===== src/verilog/smc_pkg.sv =====
// package for the supply margin controller: command codes, config field
// layout, channel counts and timing constants.
// assumes a single 100 MHz clock domain.
package smc_pkg;
    localparam int          CLK_HZ            = 100_000_000;
    localparam int          NUM_CH            = 12;
    localparam int          NUM_PWM           = 8;
    localparam int          NUM_DAC           = 4;
    localparam int          VOUT_W            = 16;
    localparam int          AVG_SAMPLES       = 4;
    localparam int          AVG_SHIFT         = 2;
    localparam int          SUM_W             = VOUT_W + AVG_SHIFT;
    // command code of the margining configuration register
    localparam logic [7:0]  CMD_MARGIN_CONFIG = 8'hdf;
    // field positions
    localparam int          CFG_SLOPE_BIT     = 15;
    localparam int          CFG_FIXED_BIT     = 14;
    localparam int          CFG_RSVD_HI       = 13;
    localparam int          CFG_RSVD_LO       = 8;
    localparam logic [15:0] CFG_RW_MASK       = 16'hc0ff;
    localparam logic [15:0] CFG_RESET         = 16'h0000;
    localparam logic [7:0]  DAC_AUTO_LEVEL    = 8'h00;
    localparam logic [7:0]  LEVEL_MAX         = 8'hff;
    localparam logic [7:0]  LEVEL_MIN         = 8'h00;
    // timing
    localparam int          PWM_FREQ_HZ_X10   = 3_125_000;
    localparam int          PWM_PERIOD_CYC    = (CLK_HZ / PWM_FREQ_HZ_X10) * 10;
    localparam int          STEP_MS           = 20;
    localparam int          STEP_CYC          = STEP_MS * (CLK_HZ / 1000);
    localparam int          SETTLE_MS         = 100;
    localparam int          SETTLE_CYC        = SETTLE_MS * (CLK_HZ / 1000);
    localparam int          TMR_W             = 24;

    typedef struct packed {
        logic       slope;
        logic       fixed_level;
        logic [5:0] rsvd;
        logic [7:0] initial_drive_level;
    } smc_cfg_t;

    typedef struct packed {
        logic       enable;
        logic       source;
        logic [7:0] level;
    } smc_dac_drive_t;
endpackage


===== src/verilog/smc_margin_ctrl.sv =====
// margin controller for twelve supply channels: eight filtered pwm trims
// and four current dac outputs, with per-page configuration and faults.
// assumes the selected margin target per channel, the pg-all level and
// adc samples come from the surrounding device on MCLK.
// Behaviour
// slope bit sets whether raising drive raises or lowers voltage; the code applies it on dac pages only.
// fixed-level bit holds drive at initial level during margining.
// config bits 13 to 8 always read zero.
// initial drive level starts pwm margining and sets fixed level.
// pages 8 to 11 drive current dac outputs 0 to 3.
// margin-off under ignore-faults inhibits fault monitoring 100ms.
// first step overshooting the target flags a margin fault.
// drive at zero or full scale short of target flags fault.
// loop keeps running on a supply after a margin fault.
// fault sets summary, per-page flags and alert if enabled.
// failed dac transfer surfaces as full-scale fault.
// dac channels force initial drive level to zero.
// host programs pwm level as 255 times feedback over supply.
// margin high sinks current, margin low sources current.
// margining starts only after all monitored channels are power good.
// four samples averaged per 20ms, then one step.
// margin outputs are high impedance when not margining.
// pwm trims run at 312.5kHz.
// stepping saturates at zero and full scale, never wraps.
`timescale 1ns/1ps
`default_nettype none
module smc_margin_ctrl
    import smc_pkg::*;
#(
    parameter int STEP_CYCLES   = smc_pkg::STEP_CYC,
    parameter int SETTLE_CYCLES = smc_pkg::SETTLE_CYC
) (
    input  wire logic                        MCLK,
    input  wire logic                        RESET,
    input  wire logic                        CMD_WR,
    input  wire logic                        CMD_RD,
    input  wire logic [3:0]                  CMD_PAGE,
    input  wire logic [7:0]                  CMD_CODE,
    input  wire logic [15:0]                 CMD_WDATA,
    output logic      [15:0]                 CMD_RDATA,
    output logic                             CMD_RVALID,
    input  wire logic [smc_pkg::NUM_CH-1:0]  MARGIN_HIGH,
    input  wire logic [smc_pkg::NUM_CH-1:0]  MARGIN_LOW,
    input  wire logic [smc_pkg::NUM_CH-1:0]  IGNORE_FAULTS,
    input  wire logic                        PG_ALL,
    input  wire logic [smc_pkg::VOUT_W-1:0]  VOUT_TARGET [smc_pkg::NUM_CH],
    input  wire logic                        ADC_VALID,
    input  wire logic [3:0]                  ADC_CH,
    input  wire logic [smc_pkg::VOUT_W-1:0]  ADC_DATA,
    input  wire logic                        ALERT_EN,
    input  wire logic                        CLEAR_FAULTS,
    output logic [smc_pkg::NUM_PWM-1:0]      TRIM_PWM_OUT,
    output logic [smc_pkg::NUM_PWM-1:0]      TRIM_PWM_OE_N,
    output smc_pkg::smc_dac_drive_t          CURRENT_DAC_OUT [smc_pkg::NUM_DAC],
    output logic [smc_pkg::NUM_CH-1:0]       MARGIN_FAULT,
    output logic                             STATUS_MARGIN,
    output logic                             ALERT,
    output logic [smc_pkg::NUM_CH-1:0]       FAULT_MON_INHIBIT
);
    import smc_pkg::*;

    // pwm duty threshold in period cycles for an 8-bit drive level
    function automatic logic [8:0] duty_thresh(input logic [7:0] lvl);
        logic [16:0] prod;
        prod = 17'(lvl) * 17'(PWM_PERIOD_CYC);
        return prod[16:8];
    endfunction

    // true when a larger setting gives a higher output voltage
    function automatic logic inc_raises(input logic slope, input logic is_dac);
        return is_dac ? slope : 1'b0;
    endfunction

    smc_cfg_t          cfg_r      [NUM_CH];
    smc_cfg_t          cfg_nxt    [NUM_CH];
    logic [7:0]        set_r      [NUM_CH];
    logic [7:0]        set_nxt    [NUM_CH];
    logic [SUM_W-1:0]  sum_r      [NUM_CH];
    logic [SUM_W-1:0]  sum_nxt    [NUM_CH];
    logic [2:0]        cnt_r      [NUM_CH];
    logic [2:0]        cnt_nxt    [NUM_CH];
    logic [TMR_W-1:0]  settle_r   [NUM_CH];
    logic [TMR_W-1:0]  settle_nxt [NUM_CH];
    logic [NUM_CH-1:0] active_r,  active_nxt;
    logic [NUM_CH-1:0] first_r,   first_nxt;
    logic [NUM_CH-1:0] fault_r,   fault_nxt;
    logic [NUM_CH-1:0] req_r,     req_nxt;
    logic [NUM_CH-1:0] ign_r,     ign_nxt;
    logic [TMR_W-1:0]  step_r,    step_nxt;
    logic [8:0]        pcnt_r,    pcnt_nxt;
    logic [15:0]       rdata_r,   rdata_nxt;
    logic              rvalid_r,  rvalid_nxt;
    logic [NUM_PWM-1:0] pwm_r,    pwm_nxt;
    logic [NUM_PWM-1:0] oe_n_r,   oe_n_nxt;
    smc_dac_drive_t    dac_r      [NUM_DAC];
    smc_dac_drive_t    dac_nxt    [NUM_DAC];
    logic              tick;
    logic              cfg_hit;

    assign tick    = (step_r == TMR_W'(STEP_CYCLES - 1));
    assign cfg_hit = (CMD_CODE == CMD_MARGIN_CONFIG) && (CMD_PAGE < 4'(NUM_CH));

    always_comb begin
        logic              req;
        logic [VOUT_W-1:0] avg;
        logic              want_up;
        logic              want_dn;
        logic              inc;
        logic              is_dac;
        logic [15:0]       wv;
        req = 1'b0;
        avg = '0;
        want_up = 1'b0;
        want_dn = 1'b0;
        inc = 1'b0;
        is_dac = 1'b0;
        wv = '0;
        // 20ms averaging window
        step_nxt = tick ? '0 : step_r + 1'b1;
        // 312.5kHz pwm period
        pcnt_nxt = (pcnt_r == 9'(PWM_PERIOD_CYC - 1)) ? '0 : pcnt_r + 1'b1;
        rvalid_nxt = CMD_RD;
        rdata_nxt = rdata_r;
        if (CMD_RD) begin
            // reserved bits read zero
            rdata_nxt = cfg_hit ? (16'(cfg_r[CMD_PAGE]) & CFG_RW_MASK) : 16'h0000;
        end
        for (int c = 0; c < NUM_CH; c++) begin
            is_dac = (c >= NUM_PWM);
            cfg_nxt[c] = cfg_r[c];
            if (CMD_WR && cfg_hit && (CMD_PAGE == 4'(c))) begin
                wv = CMD_WDATA & CFG_RW_MASK;
                cfg_nxt[c] = smc_cfg_t'(wv);
                // dac pages forced to zero level
                if (is_dac) begin
                    cfg_nxt[c].initial_drive_level = DAC_AUTO_LEVEL;
                end
            end
            req = MARGIN_HIGH[c] | MARGIN_LOW[c];
            req_nxt[c] = req;
            ign_nxt[c] = IGNORE_FAULTS[c];
            // settle window after margin-off under ignore-faults
            settle_nxt[c] = (settle_r[c] != '0) ? settle_r[c] - 1'b1 : '0;
            if (req_r[c] && !req && ign_r[c]) begin
                settle_nxt[c] = TMR_W'(SETTLE_CYCLES);
            end
            active_nxt[c] = active_r[c];
            set_nxt[c] = set_r[c];
            sum_nxt[c] = sum_r[c];
            cnt_nxt[c] = cnt_r[c];
            first_nxt[c] = first_r[c];
            // sticky fault, a new event beats the clear
            fault_nxt[c] = CLEAR_FAULTS ? 1'b0 : fault_r[c];
            if (!req) begin
                active_nxt[c] = 1'b0;
            end else if (!active_r[c] && PG_ALL) begin
                // start only once all rails are power good
                active_nxt[c] = 1'b1;
                // begin from initial drive level
                set_nxt[c] = cfg_r[c].initial_drive_level;
                sum_nxt[c] = '0;
                cnt_nxt[c] = '0;
                first_nxt[c] = 1'b1;
            end else if (active_r[c] && cfg_r[c].fixed_level) begin
                // fixed level held constant
                set_nxt[c] = cfg_r[c].initial_drive_level;
            end else if (active_r[c]) begin
                if (ADC_VALID && ADC_CH == 4'(c) && cnt_r[c] < 3'(AVG_SAMPLES)) begin
                    sum_nxt[c] = sum_r[c] + SUM_W'(ADC_DATA);
                    cnt_nxt[c] = cnt_r[c] + 1'b1;
                end
                if (tick) begin
                    sum_nxt[c] = '0;
                    cnt_nxt[c] = '0;
                end
                if (tick && cnt_r[c] == 3'(AVG_SAMPLES)) begin
                    avg = sum_r[c][SUM_W-1:AVG_SHIFT];
                    want_up = avg < VOUT_TARGET[c];
                    want_dn = avg > VOUT_TARGET[c];
                    first_nxt[c] = 1'b0;
                    // first step already past target
                    if (first_r[c] && ((MARGIN_HIGH[c] && want_dn) ||
                                       (MARGIN_LOW[c] && want_up))) begin
                        fault_nxt[c] = 1'b1;
                    end
                    // slope picks the step direction on dac pages only
                    inc = (want_up == inc_raises(cfg_r[c].slope, is_dac));
                    // loop keeps stepping after a fault
                    if (want_up || want_dn) begin
                        if (inc && set_r[c] == LEVEL_MAX) begin
                            // full scale short of target
                            fault_nxt[c] = 1'b1;
                        end else if (!inc && set_r[c] == LEVEL_MIN) begin
                            // zero short of target
                            fault_nxt[c] = 1'b1;
                        end else begin
                            // saturating single step
                            set_nxt[c] = inc ? set_r[c] + 1'b1 : set_r[c] - 1'b1;
                        end
                    end
                end
            end
        end
        for (int p = 0; p < NUM_PWM; p++) begin
            pwm_nxt[p] = active_r[p] && (pcnt_r < duty_thresh(set_r[p]));
            // pwm released when idle
            oe_n_nxt[p] = !active_r[p];
        end
        for (int d = 0; d < NUM_DAC; d++) begin
            // page 8 plus d drives dac output d
            dac_nxt[d].enable = active_r[NUM_PWM + d];
            // low margin sources, high margin sinks
            dac_nxt[d].source = MARGIN_LOW[NUM_PWM + d];
            dac_nxt[d].level = active_r[NUM_PWM + d] ? set_r[NUM_PWM + d] : 8'h00;
        end
    end

    always_ff @(posedge MCLK) begin
        if (RESET) begin
            for (int c = 0; c < NUM_CH; c++) begin
                cfg_r[c] <= smc_cfg_t'(CFG_RESET);
                set_r[c] <= '0;
                sum_r[c] <= '0;
                cnt_r[c] <= '0;
                settle_r[c] <= '0;
            end
            for (int d = 0; d < NUM_DAC; d++) begin
                dac_r[d] <= '0;
            end
            active_r <= '0;
            first_r <= '0;
            fault_r <= '0;
            req_r <= '0;
            ign_r <= '0;
            step_r <= '0;
            pcnt_r <= '0;
            rdata_r <= '0;
            rvalid_r <= 1'b0;
            pwm_r <= '0;
            oe_n_r <= '1;
        end else begin
            cfg_r <= cfg_nxt;
            set_r <= set_nxt;
            sum_r <= sum_nxt;
            cnt_r <= cnt_nxt;
            settle_r <= settle_nxt;
            dac_r <= dac_nxt;
            active_r <= active_nxt;
            first_r <= first_nxt;
            fault_r <= fault_nxt;
            req_r <= req_nxt;
            ign_r <= ign_nxt;
            step_r <= step_nxt;
            pcnt_r <= pcnt_nxt;
            rdata_r <= rdata_nxt;
            rvalid_r <= rvalid_nxt;
            pwm_r <= pwm_nxt;
            oe_n_r <= oe_n_nxt;
        end
    end

    assign CMD_RDATA = rdata_r;
    assign CMD_RVALID = rvalid_r;
    assign TRIM_PWM_OUT = pwm_r;
    assign TRIM_PWM_OE_N = oe_n_r;
    assign CURRENT_DAC_OUT = dac_r;
    assign MARGIN_FAULT = fault_r;
    // summary flag and gated alert
    assign STATUS_MARGIN = |fault_r;
    assign ALERT = ALERT_EN && (|fault_r);
    always_comb begin
        for (int c = 0; c < NUM_CH; c++) begin
            FAULT_MON_INHIBIT[c] = (settle_r[c] != '0);
        end
    end
endmodule
`default_nettype wire


===== config.mk =====
export PLATFORM = sky130hd
export DESIGN_NAME = smc_margin_ctrl
export DESIGN_NICKNAME = d
export VERILOG_FILES = /design/src/verilog/smc_pkg.sv /design/src/verilog/smc_margin_ctrl.sv
export SDC_FILE = /design/constraint.sdc
export NUM_CORES = 2
export LEC_CHECK = 0
export ABC_AREA = 1
export CORE_MARGIN = 2
export CORE_UTILIZATION = 35
export CTS_CLUSTER_DIAMETER = 50
export CTS_CLUSTER_SIZE = 10
export DETAILED_ROUTE_END_ITERATION = 10
export DONT_BUFFER_PORTS = 1
export HOLD_SLACK_MARGIN = 0.02
export SLEW_MARGIN = 30
export SYNTH_ARGS = -nofsm -noshare
export SYNTH_HDL_FRONTEND = slang
export SYNTH_SLANG_ARGS = --single-unit

===== constraint.sdc =====
create_clock -name MCLK -period 8 [get_ports MCLK]
set_clock_uncertainty 0.2 [all_clocks]
set_input_delay 0.4 -clock MCLK [delete_from_list [all_inputs] [get_ports MCLK]]
set_output_delay 0.4 -clock MCLK [all_outputs]
set_load 0.005 [all_outputs]

==> impl_metrics.ini <==
[detailed_routing]
firstDrtPassIters = 6
wirelength_um = 205000
drt_iter0_markers = 3805
num_vias = 58258
avgRoutedWirePerCell_um = 18.0
route.detailed.drc = 0
ant_nets = 0
vias_per_cell = 5.11

[timing]
drv_slew = 0
worst_pin_slew_ns = 1.08
max_freq_mhz = 239
min_period_ns = 4.19
rsz0062_at_grt = false
setup_viol = 0
tns_ns = 0
fin_crit_sh_pct = 52.3
finalHoldViolations = 0
hold-worst-slack_ns = 0.0291
slew_headroom_pct = 27.6

[global_route]
grt_max_degree = 365
grt_pass1_wl_um = 314000
grt_pass1_vias = 55088
overflow = 0
grt_usage_pct = 23.0
antenna_found_initial = 32

[power_and_ir_drop]
cellPowerDensity_nw_per_um2 = 246
p_leak_nw = 32.3
ir_drop_mv = 0.180

[synth]
syn_area_sq_um = 60200
yosysSeqAreaShare_pct = 29.4
synthArstFlopShare_pct = 0
ys_ff_latch = 884
synth.avg_cell_area_sq_um = 6.82
synth_cell_type_count = 61
synth_warnings = 0
synth-edff-count = 0
syn_inst = 8832
synth_ff_type = dfxtp_1

[final_layout]
fillers = 17809
multi_input_area_sq_um = 37500
syn_to_final_growth_pct = 14.7
layout.cells.non_filler = 11403
nNetsFinal = 9940
drive_gt1_share_pct = 5.32
ff_latch_area_sq_um = 17700

[place]
dp.cells = 11016
place_congestion = 0.941
portBuffers = 0
detailed_place_hpwl_um = 152000

[setup_path]
critPathKind = reg2reg
crit_arrival_ns = 4.66
start_kind = register
endpoint_kind = register
required_ns = 8.48
worstPathMaxFanout = 10

[floorplan]
core_area_sq_um = 171000
die_w_um = 419
initial_core_util_pct = 35.2
dieArea_sq_um = 175000
fp-row-count = 152
die_h_um = 419
io-pin-count = 383

[cts]
clkLatencyLatePin_ns = 0.79
cts_max_level = 4
cts_sinks = 884
clockRootBuffer = clkbuf_16
cts_buffers = 147
path_clk_slew_ns = 0.06
cts_tree = yes
clockBufferDepth = 3

[outcome]
status = finished, final reports clean

[job]
drv_cap = 0

[min_path]
hp-class = in2reg
[timing repair]
item | CTS | global route
buffers inserted | 0 | 0
hold buffers | 111 | 1
resized for setup | 0 | 0
endpoints found under the hold margin | 539 | 38
[routing by layer]
| metal | GRT usage (%) | share of wire, % | vias to the layer above |
|---|---|---|---|
| met3 | 3.81 | 5.0 | 429 |
| li1 | - | - | 29552 |
| met5 | 0 | 0.074 | - |
| met4 | 12.6 | 5.9 | 24 |
| met2 | 38.7 | 46 | 1417 |
| met1 | 27.8 | 43 | 26836 |
[worst max-delay path: stages, from the launching register on]
cell and delay (ns):
dfxtp_1 0.40, ha_1 0.27, nand2_1 0.14, nor2_1 0.08, a21oi_1 0.69, nand2_1 0.30, nand2_1 0.18, nand2_1 0.26
ha_1 0.47, nand2_1 0.07, o211ai_1 0.26, nand2_1 0.08, nand2_1 0.07, a21oi_1 0.07, or2_2 0.27, nand3_1 0.07
nand3_1 0.08, nand2_1 0.08, nor2_1 0.04
[flip-flops by register name (all words and copies together) (netlist names), 9 cells and up]
name	flops
settle_r	288
req_r	12
sum_r	216
step_r	24
CMD_RDATA	10
first_r	12
cfg_r	88
pcnt_r	9
ign_r	12
cnt_r	36
CURRENT_DAC_OUT	40
active_r	12
set_r	96
MARGIN_FAULT	12
[cells in the final DEF, fill, tap and decap left out, types with 32 or more instances in the layout]
cell type / n
nand3b_1: 39
a21o_1: 37
a211oi_1: 58
nor4_1: 54
xnor2_1: 85
nor3_1: 96
fa_1: 32
nand3_1: 476
inv_1: 1155
clkbuf_16: 147
xor2_1: 194
dfxtp_1: 884
nand4_1: 170
ha_1: 655
a21oi_1: 887
nand2_1: 1923
o21ai_0: 421
nor2_1: 1053
dlygate4sd3_1: 95
or2_2: 94
[power by group]
group	internal [mW]	total, mW	switching (mW)
clock	3.95	6.45	2.50
sequential	5.04	5.63	0.586
combinational	1.86	4.95	3.09
total	10.8	17.0	6.17
[cell usage after synthesis (17+ instances only)]
library cell  count  share of area, %
dfxtp_1         884                29
o21a_1           29              0.36
o22ai_1          27              0.28
xnor2_1          85               1.2
or2_2            94              0.98
o21ai_0         421               3.5
a21o_1           37              0.46
a211oi_1         58              0.72
nor2_1         1059               6.6
nor4_1           55              0.57
buf_2            23              0.19
nand3b_1         39              0.49
a21boi_0         27              0.34
nand2_1        1923                12
o31ai_1          22              0.27
o211ai_1         17              0.21
a21oi_1         888               7.4
inv_1          1156               7.2
a31oi_1          25              0.26
clkbuf_1        110              0.69
a22oi_1          18              0.22
nand3_1         476               4.0
nor3_1           99              0.82
ha_1            655                14
xor2_1          194               2.8
inv_2            22              0.14
nand4_1         170               1.8
fa_1             32               1.1
[path summary, 6_finish.rpt]
kind                        from               to  slack, ns  cells after the start
setup reg to reg       sum_r[33]        set_r[14]       3.81                     18
hold reg to reg     settle_r[96]     settle_r[96]       0.21                      1
hold / removal    MARGIN_HIGH[7]  MARGIN_FAULT[7]       0.03                      4
setup / recovery       sum_r[33]        set_r[14]       3.81                     18
[metrics by stage]
step / setup WS (ns) / area [sq um] / power [mW] / utilization, %
CTS: 3.71 / 69000 / 17.2 / 40.3
floorplan: 4.73 / 60300 / 9.41 / -
finish: 3.81 / 69100 / 17.0 / 40.3
global placement: 3.68 / 62700 / 10.3 / 36.6
global route: 3.45 / 69100 / 18.3 / 40.3
detailed placement: 3.64 / 62700 / 10.4 / 36.6
[final cells by class]
class | instances | share of cell area, %
Antenna cell | 17 | 0.0615
Clock buffer | 185 | 5.79
Timing Repair Buffer | 142 | 2.27
Sequential cell | 884 | 25.6
Multi-Input combinational cell | 6609 | 54.2
Tap cell | 2310 | 4.18
Inverter | 1185 | 6.45
Clock inverter | 71 | 1.46
[cell families after synthesis]
group	share of synthesized area (%)
fa+ha+maj	14.7
other cells	0.00623
flops	29.4
buf+inv	8.58
simple gates	28.1
compound gates	15.2
xor+xnor	4.06
Note: power is estimated with default switching activity, not from simulation.
